### config.mk
export PLATFORM = sky130hd
export DESIGN_NAME = spm_serial_port
export DESIGN_NICKNAME = d
export VERILOG_FILES = /design/src/include/spm_pkg.sv /design/src/design/spm_buf2.sv /design/src/design/spm_serial_port.sv
export SDC_FILE = /design/constraint.sdc
export NUM_CORES = 1
export LEC_CHECK = 0
export ABC_CLOCK_PERIOD_IN_PS = 3800
export BUFFER_PORTS_ARGS = -buffer_cell sky130_fd_sc_hd__buf_2
export CAP_MARGIN = 30
export CORE_ASPECT_RATIO = 0.7
export CORE_MARGIN = 10
export CORE_UTILIZATION = 43
export CTS_CLUSTER_SIZE = 25
export DETAILED_ROUTE_END_ITERATION = 8
export GPL_ROUTABILITY_DRIVEN = 1
export HOLD_SLACK_MARGIN = 0.12
export PLACE_DENSITY = 0.69
export SLEW_MARGIN = 30
export SYNTH_ARGS = -nofsm -noshare
export SYNTH_HDL_FRONTEND = slang
export SYNTH_SLANG_ARGS = --single-unit
### constraint.sdc
create_clock -name sys_clk -period 3.8 [get_ports sys_clk]
set_input_delay 0.19 -clock sys_clk [delete_from_list [all_inputs] [get_ports sys_clk]]
set_output_delay 0.19 -clock sys_clk [all_outputs]
set_load 0.1 [all_outputs]
### src/include/spm_pkg.sv
// Package of constants and carrier types for the serial port, modes 0 to 2.
// Contract
// - One buffer address: writes go to transmit, reads come from receive.
// - Mode 0 moves 8 bits LSB first on rx line, clock on tx line.
// - Mode 0 shift rate is clock/12 with aux select 0, clock/4 with 1.
// - Fast mode 0: data 1 clock before clock falls, low for 2.
// - Slow mode 0: data 3 clocks before clock falls, low for 6.
// - Mode 0 transmit starts on buffer write; done flag set after last bit.
// - Mode 0 receive while enabled and rx flag clear; set after 8th rise.
// - Mode 1 frame: start 0, 8 data LSB first, stop 1; stop stored.
// - Mode 1 bit rate is timer 1 overflow rate divided by 16 or 32.
// - Async transmit bits change after divide-by-16 rollovers, not at write.
// - Transmit done set after stop bit: 10th rollover mode 1, 11th mode 2.
// - Async receiver samples at 16x; falling edge resets divide-by-16 counter.
// - Bit value is 2-of-3 majority of samples at states 8, 9, 10; code samples at counter states 7, 8, 9 (SAMPLE_A to SAMPLE_C).
// - A start bit voted as 1 aborts reception and rearms edge search.
// - Load buffer and ninth bit only if rx flag 0 and (aux 0 or stop 1).
// - After mid stop bit, receiver looks again for a falling edge.
// - Mode 2 frame: start 0, 8 data, ninth bit from tx field, stop 1.
// - Mode 2 bit rate is clock/32 or clock/64 by baud double select.
// - Mode 2 stores received ninth bit and eight data bits on acceptance.
package spm_pkg;
	localparam logic [1:0] MODE_SYNC = 2'h0;
	localparam logic [1:0] MODE_ASYNC10 = 2'h1;
	localparam logic [1:0] MODE_ASYNC11 = 2'h2;
	localparam int M0_SLOW_DIV = 12;
	localparam int M0_FAST_DIV = 4;
	localparam logic [3:0] M0_SLOW_FALL = 4'h3;
	localparam logic [3:0] M0_FAST_FALL = 4'h1;
	localparam logic [3:0] M0_SLOW_LOW = 4'h6;
	localparam logic [3:0] M0_FAST_LOW = 4'h2;
	localparam logic [5:0] M2_TICK_FAST = 6'h02;
	localparam logic [5:0] M2_TICK_SLOW = 6'h04;
	localparam logic [3:0] SAMPLE_A = 4'h7;
	localparam logic [3:0] SAMPLE_B = 4'h8;
	localparam logic [3:0] SAMPLE_C = 4'h9;
	localparam logic [3:0] FRAME10_BITS = 4'ha;
	localparam logic [3:0] FRAME11_BITS = 4'hb;
	localparam logic [8:0] RX_BUF_RESET = 9'h000;
	typedef struct packed {
		logic [7:0] data;
		logic ninth;
	} spm_word_t;
	typedef enum logic [1:0] {
		SPM_RX_IDLE = 2'b00,
		SPM_RX_BITS = 2'b01,
		SPM_RX_SYNC = 2'b10,
		SPM_RX_HALT = 2'b11
	} spm_rx_state_t;
endpackage

### src/design/spm_buf2.sv
// Two-entry valid/ready buffer carrying received words to the host side.
module spm_buf2 (
	input wire logic sys_clk,
	input wire logic rst,
	input wire logic in_valid,
	output logic in_ready,
	input wire spm_pkg::spm_word_t in_word,
	output logic out_valid,
	input wire logic out_ready,
	output spm_pkg::spm_word_t out_word
);
	spm_pkg::spm_word_t mem_r [2];
	spm_pkg::spm_word_t mem_nxt [2];
	logic [1:0] cnt_r, cnt_nxt;
	logic rd_r, rd_nxt, wr_r, wr_nxt;
	logic push, pop;

	assign in_ready = (cnt_r != 2'h2);
	assign out_valid = (cnt_r != 2'h0);
	assign out_word = mem_r[rd_r];
	assign push = in_valid && in_ready;
	assign pop = out_valid && out_ready;

	always_comb begin
		mem_nxt = mem_r;
		wr_nxt = wr_r;
		rd_nxt = rd_r;
		cnt_nxt = cnt_r;
		if (push) begin
			mem_nxt[wr_r] = in_word;
			wr_nxt = ~wr_r;
		end
		if (pop)
			rd_nxt = ~rd_r;
		if (push && !pop)
			cnt_nxt = cnt_r + 2'h1;
		else if (pop && !push)
			cnt_nxt = cnt_r - 2'h1;
	end

	always_ff @(posedge sys_clk) begin
		if (rst) begin
			mem_r[0] <= '0;
			mem_r[1] <= '0;
			cnt_r <= 2'h0;
			rd_r <= 1'b0;
			wr_r <= 1'b0;
		end else begin
			mem_r <= mem_nxt;
			cnt_r <= cnt_nxt;
			rd_r <= rd_nxt;
			wr_r <= wr_nxt;
		end
	end
endmodule

### src/design/spm_serial_port.sv
// Serial port core covering synchronous mode 0 and asynchronous modes 1, 2.
module spm_serial_port (
	input wire logic sys_clk,
	input wire logic rst,
	input wire logic [1:0] serial_mode,
	input wire logic mode_aux_select,
	input wire logic baud_double_select,
	input wire logic rx_enable,
	input wire logic timer1_overflow,
	input wire logic tx_ninth_bit,
	input wire logic buf_wr,
	input wire logic [7:0] buf_wdata,
	input wire logic buf_rd,
	output logic [7:0] serial_buffer,
	output logic rx_ninth_bit,
	input wire logic tx_done_clr,
	input wire logic rx_done_clr,
	output logic tx_done_flag,
	output logic rx_done_flag,
	input wire logic rxd_in,
	output logic rxd_out,
	output logic rxd_oe,
	output logic txd_out
);
	logic rx_s1_r, rx_s2_r, rx_prev_r;
	logic [5:0] pre_r, pre_nxt;
	logic tick;
	logic [3:0] t16_r, t16_nxt, r16_r, r16_nxt;
	logic [10:0] tsh_r, tsh_nxt;
	logic [3:0] tcnt_r, tcnt_nxt;
	logic tbusy_r, tbusy_nxt, tpend_r, tpend_nxt;
	logic txd_r, txd_nxt, rxo_r, rxo_nxt, oe_r, oe_nxt;
	logic tdone_r, tdone_nxt, rdone_r, rdone_nxt;
	spm_pkg::spm_rx_state_t rst_r, rst_nxt;
	logic [9:0] rsh_r, rsh_nxt;
	logic [3:0] rcnt_r, rcnt_nxt;
	logic [2:0] vote_r, vote_nxt;
	logic [3:0] ph_r, ph_nxt;
	logic m0_rx_r, m0_rx_nxt;
	logic push, push_ready, out_valid;
	spm_pkg::spm_word_t push_word, out_word;
	logic voted;
	logic [3:0] fall_at, low_len, per, frame_len;

	spm_buf2 u_buf (
		.sys_clk(sys_clk),
		.rst(rst),
		.in_valid(push),
		.in_ready(push_ready),
		.in_word(push_word),
		.out_valid(out_valid),
		.out_ready(buf_rd),
		.out_word(out_word)
	);

	// Words wait in the buffer; the visible copy is the oldest entry.
	assign serial_buffer = out_word.data;
	assign rx_ninth_bit = out_word.ninth;
	assign tx_done_flag = tdone_r;
	assign rx_done_flag = rdone_r;
	assign txd_out = txd_r;
	assign rxd_out = rxo_r;
	assign rxd_oe = oe_r;
	assign voted = (vote_r[0] & vote_r[1]) | (vote_r[0] & vote_r[2])
		| (vote_r[1] & vote_r[2]);

	always_comb begin
		fall_at = mode_aux_select ? spm_pkg::M0_FAST_FALL
			: spm_pkg::M0_SLOW_FALL;
		low_len = mode_aux_select ? spm_pkg::M0_FAST_LOW
			: spm_pkg::M0_SLOW_LOW;
		per = mode_aux_select ? 4'(spm_pkg::M0_FAST_DIV)
			: 4'(spm_pkg::M0_SLOW_DIV);
		frame_len = (serial_mode == spm_pkg::MODE_ASYNC11)
			? spm_pkg::FRAME11_BITS : spm_pkg::FRAME10_BITS;
	end

	// Sixteen-times bit-rate tick for the asynchronous modes.
	always_comb begin
		pre_nxt = pre_r;
		tick = 1'b0;
		if (serial_mode == spm_pkg::MODE_ASYNC11) begin
			pre_nxt = pre_r + 6'h01;
			if (pre_nxt >= (baud_double_select ? spm_pkg::M2_TICK_FAST
				: spm_pkg::M2_TICK_SLOW)) begin
				pre_nxt = 6'h00;
				tick = 1'b1;
			end
		end else if (timer1_overflow) begin
			pre_nxt = pre_r + 6'h01;
			if (pre_nxt >= (baud_double_select ? 6'h01 : 6'h02)) begin
				pre_nxt = 6'h00;
				tick = 1'b1;
			end
		end
	end

	// Transmitter and mode 0 shift engine share the shift register.
	always_comb begin
		t16_nxt = t16_r;
		tsh_nxt = tsh_r;
		tcnt_nxt = tcnt_r;
		tbusy_nxt = tbusy_r;
		tpend_nxt = tpend_r;
		txd_nxt = txd_r;
		rxo_nxt = rxo_r;
		oe_nxt = oe_r;
		ph_nxt = ph_r;
		m0_rx_nxt = m0_rx_r;
		tdone_nxt = tdone_r & ~tx_done_clr;
		if (tick)
			t16_nxt = t16_r + 4'h1;
		if (serial_mode == spm_pkg::MODE_SYNC) begin
			if (!tbusy_r && buf_wr) begin
				tsh_nxt = {3'h0, buf_wdata};
				tbusy_nxt = 1'b1;
				m0_rx_nxt = 1'b0;
				tcnt_nxt = 4'h0;
				ph_nxt = 4'h0;
				oe_nxt = 1'b1;
				rxo_nxt = buf_wdata[0];
			end else if (!tbusy_r && rx_enable && !rdone_r
				&& rst_r == spm_pkg::SPM_RX_IDLE) begin
				tbusy_nxt = 1'b1;
				m0_rx_nxt = 1'b1;
				tcnt_nxt = 4'h0;
				ph_nxt = 4'h0;
				oe_nxt = 1'b0;
			end else if (tbusy_r) begin
				ph_nxt = ph_r + 4'h1;
				if (ph_nxt == fall_at)
					txd_nxt = 1'b0;
				if (ph_nxt == fall_at + low_len)
					txd_nxt = 1'b1;
				if (ph_nxt == per) begin
					ph_nxt = 4'h0;
					tcnt_nxt = tcnt_r + 4'h1;
					tsh_nxt = {1'b0, tsh_r[10:1]};
					rxo_nxt = tsh_r[1];
					if (tcnt_r == 4'h7) begin
						tbusy_nxt = 1'b0;
						oe_nxt = 1'b0;
						rxo_nxt = 1'b1;
						if (!m0_rx_r)
							tdone_nxt = 1'b1;
					end
				end
			end
		end else begin
			oe_nxt = 1'b0;
			if (buf_wr && !tbusy_r && !tpend_r) begin
				tpend_nxt = 1'b1;
				tsh_nxt = {1'b1, tx_ninth_bit, buf_wdata, 1'b0};
				if (serial_mode == spm_pkg::MODE_ASYNC10)
					tsh_nxt = {2'b11, buf_wdata, 1'b0};
			end
			// Done comes one clock after the stop bit is put out; the stop
			// bit still lasts a full bit, since a new frame waits a rollover.
			if (tbusy_r && tcnt_r == frame_len) begin
				tbusy_nxt = 1'b0;
				tdone_nxt = 1'b1;
			end else if (tick && t16_r == 4'hf) begin
				if (tpend_r) begin
					tpend_nxt = 1'b0;
					tbusy_nxt = 1'b1;
					tcnt_nxt = 4'h1;
					txd_nxt = tsh_r[0];
					tsh_nxt = {1'b1, tsh_r[10:1]};
				end else if (tbusy_r) begin
					txd_nxt = tsh_r[0];
					tsh_nxt = {1'b1, tsh_r[10:1]};
					tcnt_nxt = tcnt_r + 4'h1;
				end
			end
		end
	end

	// Receiver: async bit sampler and mode 0 rising-edge capture.
	always_comb begin
		rst_nxt = rst_r;
		rsh_nxt = rsh_r;
		rcnt_nxt = rcnt_r;
		vote_nxt = vote_r;
		r16_nxt = r16_r;
		rdone_nxt = rdone_r & ~rx_done_clr;
		push = 1'b0;
		push_word = '0;
		if (serial_mode == spm_pkg::MODE_SYNC) begin
			rst_nxt = spm_pkg::SPM_RX_IDLE;
			// The pin reaches rx_s2_r two clocks late, so the bit present one clock
			// before the rising shift clock is taken one clock after that edge.
			if (tbusy_r && m0_rx_r && ph_r == fall_at + low_len) begin
				rsh_nxt = {rx_s2_r, rsh_r[9:1]};
				if (tcnt_r == 4'h7 && push_ready) begin
					push = 1'b1;
					push_word.data = {rx_s2_r, rsh_r[9:3]};
					push_word.ninth = 1'b0;
					rdone_nxt = 1'b1;
				end
			end
		end else begin
			unique case (rst_r)
			spm_pkg::SPM_RX_IDLE: begin
				if (rx_enable && rx_prev_r && !rx_s2_r) begin
					rst_nxt = spm_pkg::SPM_RX_BITS;
					r16_nxt = 4'h0;
					rcnt_nxt = 4'h0;
				end
			end
			spm_pkg::SPM_RX_BITS: begin
				if (tick) begin
					r16_nxt = r16_r + 4'h1;
					if (r16_r == spm_pkg::SAMPLE_A)
						vote_nxt[0] = rx_s2_r;
					if (r16_r == spm_pkg::SAMPLE_B)
						vote_nxt[1] = rx_s2_r;
					if (r16_r == spm_pkg::SAMPLE_C) begin
						vote_nxt[2] = rx_s2_r;
						rst_nxt = spm_pkg::SPM_RX_SYNC;
					end
				end
			end
			spm_pkg::SPM_RX_SYNC: begin
				// A tick landing here still counts, so bit timing cannot slip.
				if (tick)
					r16_nxt = r16_r + 4'h1;
				rst_nxt = spm_pkg::SPM_RX_BITS;
				rcnt_nxt = rcnt_r + 4'h1;
				rsh_nxt = {voted, rsh_r[9:1]};
				if (rcnt_r == 4'h0 && voted)
					rst_nxt = spm_pkg::SPM_RX_IDLE;
				else if (rcnt_r == frame_len - 4'h1) begin
					rst_nxt = spm_pkg::SPM_RX_HALT;
					if (!rdone_r && push_ready
						&& (!mode_aux_select || voted)) begin
						push = 1'b1;
						rdone_nxt = 1'b1;
						if (serial_mode == spm_pkg::MODE_ASYNC11) begin
							push_word.data = rsh_r[8:1];
							push_word.ninth = rsh_r[9];
						end else begin
							push_word.data = rsh_r[9:2];
							push_word.ninth = voted;
						end
					end
				end
			end
			spm_pkg::SPM_RX_HALT: rst_nxt = spm_pkg::SPM_RX_IDLE;
			endcase
		end
	end

	always_ff @(posedge sys_clk) begin
		if (rst) begin
			rx_s1_r <= 1'b1;
			rx_s2_r <= 1'b1;
			rx_prev_r <= 1'b1;
			pre_r <= 6'h00;
			t16_r <= 4'h0;
			r16_r <= 4'h0;
			tsh_r <= 11'h7ff;
			tcnt_r <= 4'h0;
			tbusy_r <= 1'b0;
			tpend_r <= 1'b0;
			txd_r <= 1'b1;
			rxo_r <= 1'b1;
			oe_r <= 1'b0;
			tdone_r <= 1'b0;
			rdone_r <= 1'b0;
			rst_r <= spm_pkg::SPM_RX_IDLE;
			rsh_r <= {1'b0, spm_pkg::RX_BUF_RESET};
			rcnt_r <= 4'h0;
			vote_r <= 3'h7;
			ph_r <= 4'h0;
			m0_rx_r <= 1'b0;
		end else begin
			rx_s1_r <= rxd_in;
			rx_s2_r <= rx_s1_r;
			rx_prev_r <= rx_s2_r;
			pre_r <= pre_nxt;
			t16_r <= t16_nxt;
			r16_r <= r16_nxt;
			tsh_r <= tsh_nxt;
			tcnt_r <= tcnt_nxt;
			tbusy_r <= tbusy_nxt;
			tpend_r <= tpend_nxt;
			txd_r <= txd_nxt;
			rxo_r <= rxo_nxt;
			oe_r <= oe_nxt;
			tdone_r <= tdone_nxt;
			rdone_r <= rdone_nxt;
			rst_r <= rst_nxt;
			rsh_r <= rsh_nxt;
			rcnt_r <= rcnt_nxt;
			vote_r <= vote_nxt;
			ph_r <= ph_nxt;
			m0_rx_r <= m0_rx_nxt;
		end
	end
endmodule

==> flow_metrics.env <==
export IMPL_timing_slew_headroom_pct=42.08
export IMPL_final_setup_tns_ns=0
export IMPL_finalWeightedCongestion=0.7873
export IMPL_clockBufferDepth=2
export IMPL_drv_slew=0
export IMPL_rsz0062_at_grt="false"
export IMPL_antenna_found_initial=0
export IMPL_grt_first_pass_wirelength_um=18440
export IMPL_final_antenna_net_count=0
export IMPL_r2r_start="pre_r[0]$_SDFFE_PP0P_"
export IMPL_p_per_area_nw_per_um2=408.8
export IMPL_synth_cells=535
export IMPL_cts_clk_slew_worst_paths_ns=0.06
export IMPL_portBuffers=35
export IMPL_initial_core_util_pct=44.78
export IMPL_ir_worst_vdd_mv=0.2484
export IMPL_endpoint_kind="flop"
export IMPL_n_antenna_cell=0
export IMPL_layout_drive_gt1_share_pct=16.40
export IMPL_wire_per_inst_um=15.36
export IMPL_fmax_ghz=0.3720
export IMPL_overflow=0
export IMPL_htree_levels=3
export IMPL_core_area_um2=10550
export IMPL_final_period_utilization_pct=70.75
export IMPL_final_core_util_pct=50.63
export IMPL_leakage_nw=2.215
export IMPL_clk_insertion_delay_late_ns=0.34
export IMPL_critical_path_class="reg -> reg"
export IMPL_yosys_most_used_dff="dfxtp_1"
export IMPL_drt_total_wl_um=10890
export IMPL_hold_viol=0
export IMPL_ys_seq_elements=84
export IMPL_avgSynthCellArea_um2=8.831
export IMPL_hold_class="in -> reg"
export IMPL_crit_fanout=6
export IMPL_async_flop_share_pct=0
export IMPL_setup_viol_count_final=0
export IMPL_drtIter0Drc=341
export IMPL_fin_hold_ws_ns=0.1485
export IMPL_firstDrtPassIters=5
export IMPL_via_per_inst=5.499
export IMPL_dp_slack_ns=0.9870
export IMPL_status="finished clean"
export IMPL_total_power_mw=2.184
export IMPL_syn_num_nets=574
export IMPL_num_vias=3899
export IMPL_min_from="tx_done_clr"
export IMPL_yosysWarnings=0
export IMPL_stdcell_count=709
export IMPL_timing_final_ws_setup_ns=1.112
export IMPL_die_w_um=145.3
export IMPL_fin_skew_ns=0.01042
export IMPL_seq_area_frac_synth_pct=35.59
export IMPL_crit_slowest_cell="o31ai_2"
export IMPL_die_y_um=107.7
export IMPL_path_cells="ha_1 -> ha_1 -> nand2b_1 -> a21boi_1 -> o21ba_4 -> o21ai_2 -> o31ai_2 -> a21boi_0 -> o21ba_2"
export IMPL_nets=595
export IMPL_grt_util_all_layers_pct=14.07
export IMPL_dieArea_um2=15650
export IMPL_grt_pass1_vias=3615
export IMPL_cp_arrival_ns=2.93
export IMPL_cts_tree="built"
export IMPL_cp_top_family="compound AO/OA/AOI/OAI gates"
export IMPL_crit_buf_inv=0
export IMPL_synth_distinct_cells=74
export IMPL_clkSinkCount=84
export IMPL_num_rows=31
export IMPL_drc=0
export IMPL_worstSetupStartpoint="pre_r[0]$_SDFFE_PP0P_"
export IMPL_fin_area_um2=5341
export IMPL_slowest_delay_ns=0.47
export IMPL_worst_pin_slew_ns=0.8598
export IMPL_root_buffer="clkbuf_16"
export IMPL_required_ns=4.04
export IMPL_maxCapViolations=0
export IMPL_crit_path_frequent_cell="ha_1"
export IMPL_layout_min_cycle_time_ns=2.688
export IMPL_post_dp_hpwl_um=7831
export IMPL_grt_max_degree=53
export IMPL_cts_buffers=9
export IMPL_place_area_um2=4956
export IMPL_start_kind="flop"
export IMPL_synthesis_area_um2=4725
export IMPL_syn_to_final_growth_pct=13.06
export IMPL_post_cts_setup_buffers=0
export IMPL_dp_cells=691
export IMPL_synth_edf_count=0
export IMPL_io_pin_count=36
## state kept, by name, summed over array words and instances, names as in the netlist, 2 cells and up
signal and cells:
rsh_r 9, u_buf.mem_r 18, u_buf.cnt_r 2, rcnt_r 4, ph_r 4, tsh_r 11, pre_r 6, tcnt_r 4
vote_r 3, r16_r 4, rst_r 2, t16_r 4
## timing repair
item,4_1_cts,5_1_grt
hold buffers,1,0
gates resized for setup,0,0
endpoints found under the hold margin,1,0
## metal layers
metal	track usage [%]	part of all wire [%]	vias up
met4	3.885	0.93	0
met1	18.66	50	1842
met5	0	0	-
li1	-	-	1958
met3	3.822	3.9	9
met2	22.03	46	90
## cell type report
class / instances / area, um^2
repair buffers: 41 / 242.7
fillers: 1004 / 5209
clock inverters: 6 / 108.9
clock buffers: 10 / 239.0
inverters: 14 / 52.55
multi-input cells: 406 / 2831
well taps: 148 / 185.2
flip-flops and latches: 84 / 1682
## final timing paths
| path | depth (start not counted) | endpoint | slack (ns) |
|---|---|---|---|
| setup / recovery | 9 | tcnt_r[2]$_SDFFE_PP0P_ | 1.11 |
| hold / removal | 3 | tx_done_flag$_SDFF_PP0_ | 0.15 |
| setup reg to reg | 9 | tcnt_r[2]$_SDFFE_PP0P_ | 1.11 |
| hold reg to reg | 1 | rx_s2_r$_SDFF_PP1_ | 0.43 |
## power by group
| part | switching [mW] | total [mW] | internal [mW] |
|---|---|---|---|
| Clock | 0.353 | 1.01 | 0.660 |
| Combinational | 0.139 | 0.239 | 0.100 |
| Sequential | 0.0267 | 0.931 | 0.904 |
| Total | 0.519 | 2.18 | 1.66 |
## synthesized netlist by cell type (2+ instances only)
master,number,area share (%)
dfxtp_1,84,36
nor2_1,71,5.6
mux2i_1,55,12
nand2_1,35,2.8
a21oi_1,28,3.0
o21ai_0,26,2.8
clkbuf_1,17,1.4
ha_1,17,4.5
mux2_2,16,3.8
nand3_1,16,1.7
inv_1,14,1.1
nand2b_1,9,1.2
nor3_1,9,0.95
xor2_1,9,1.7
o2bb2ai_1,8,1.5
a31oi_1,7,0.93
nand4_1,7,0.93
nor2b_1,6,0.79
xnor2_1,6,1.1
and2_1,4,0.53
buf_1,4,0.32
buf_2,4,0.42
nand3b_1,4,0.64
or3_1,4,0.53
a211o_1,3,0.56
a211oi_1,3,0.48
a21boi_0,3,0.48
a311oi_1,3,0.56
and3_1,3,0.40
buf_4,3,0.48
or2_2,3,0.40
a2111oi_0,2,0.37
a21bo_2,2,0.42
a221o_1,2,0.42
a22oi_1,2,0.32
a32oi_1,2,0.37
and4b_1,2,0.42
buf_6,2,0.48
nor3b_1,2,0.32
nor4_1,2,0.26
o211ai_1,2,0.32
or4_1,2,0.32
## cells in the final DEF, fill, tap and decap left out, types with 3 or more instances in the layout
| cell | n |
|---|---|
| ha_1 | 17 |
| xnor2_1 | 6 |
| nand3b_1 | 4 |
| a211oi_1 | 3 |
| a31oi_1 | 7 |
| a311oi_1 | 3 |
| or2_2 | 3 |
| buf_4 | 4 |
| nor3_1 | 9 |
| mux2_2 | 16 |
| xor2_1 | 9 |
| o21ai_0 | 26 |
| nand4_1 | 7 |
| nor2_1 | 71 |
| nand2_1 | 35 |
| o2bb2ai_1 | 8 |
| and2_1 | 4 |
| bufinv_16 | 3 |
| dfxtp_1 | 84 |
| a211o_1 | 3 |
| nand3_1 | 16 |
| nand2b_1 | 9 |
| or3_1 | 4 |
| buf_2 | 35 |
| inv_1 | 14 |
| a21boi_0 | 3 |
| and3_1 | 3 |
| a21oi_1 | 28 |
| nor2b_1 | 6 |
| clkbuf_16 | 9 |
| mux2i_1 | 55 |
## worst reg2reg max path, stage by stage (launching register included)
cell      delay (ns)
dfxtp_1         0.44
ha_1            0.30
ha_1            0.32
nand2b_1        0.15
a21boi_1        0.21
o21ba_4         0.19
o21ai_2         0.09
o31ai_2         0.47
a21boi_0        0.18
o21ba_2         0.24
## cells by family after synthesis
group	count (synthesis)	share of synthesized area, %
AOI/OAI and AO/OA	113	16.74
buffers and inverters	45	4.475
xor gates and xnor gates	15	2.781
DFF	84	35.59
and+or+nand+nor	188	19.84
muxes	73	16.08
adders and majority gates	17	4.502
No activity file was read; power rests on OpenSTA's default activity.
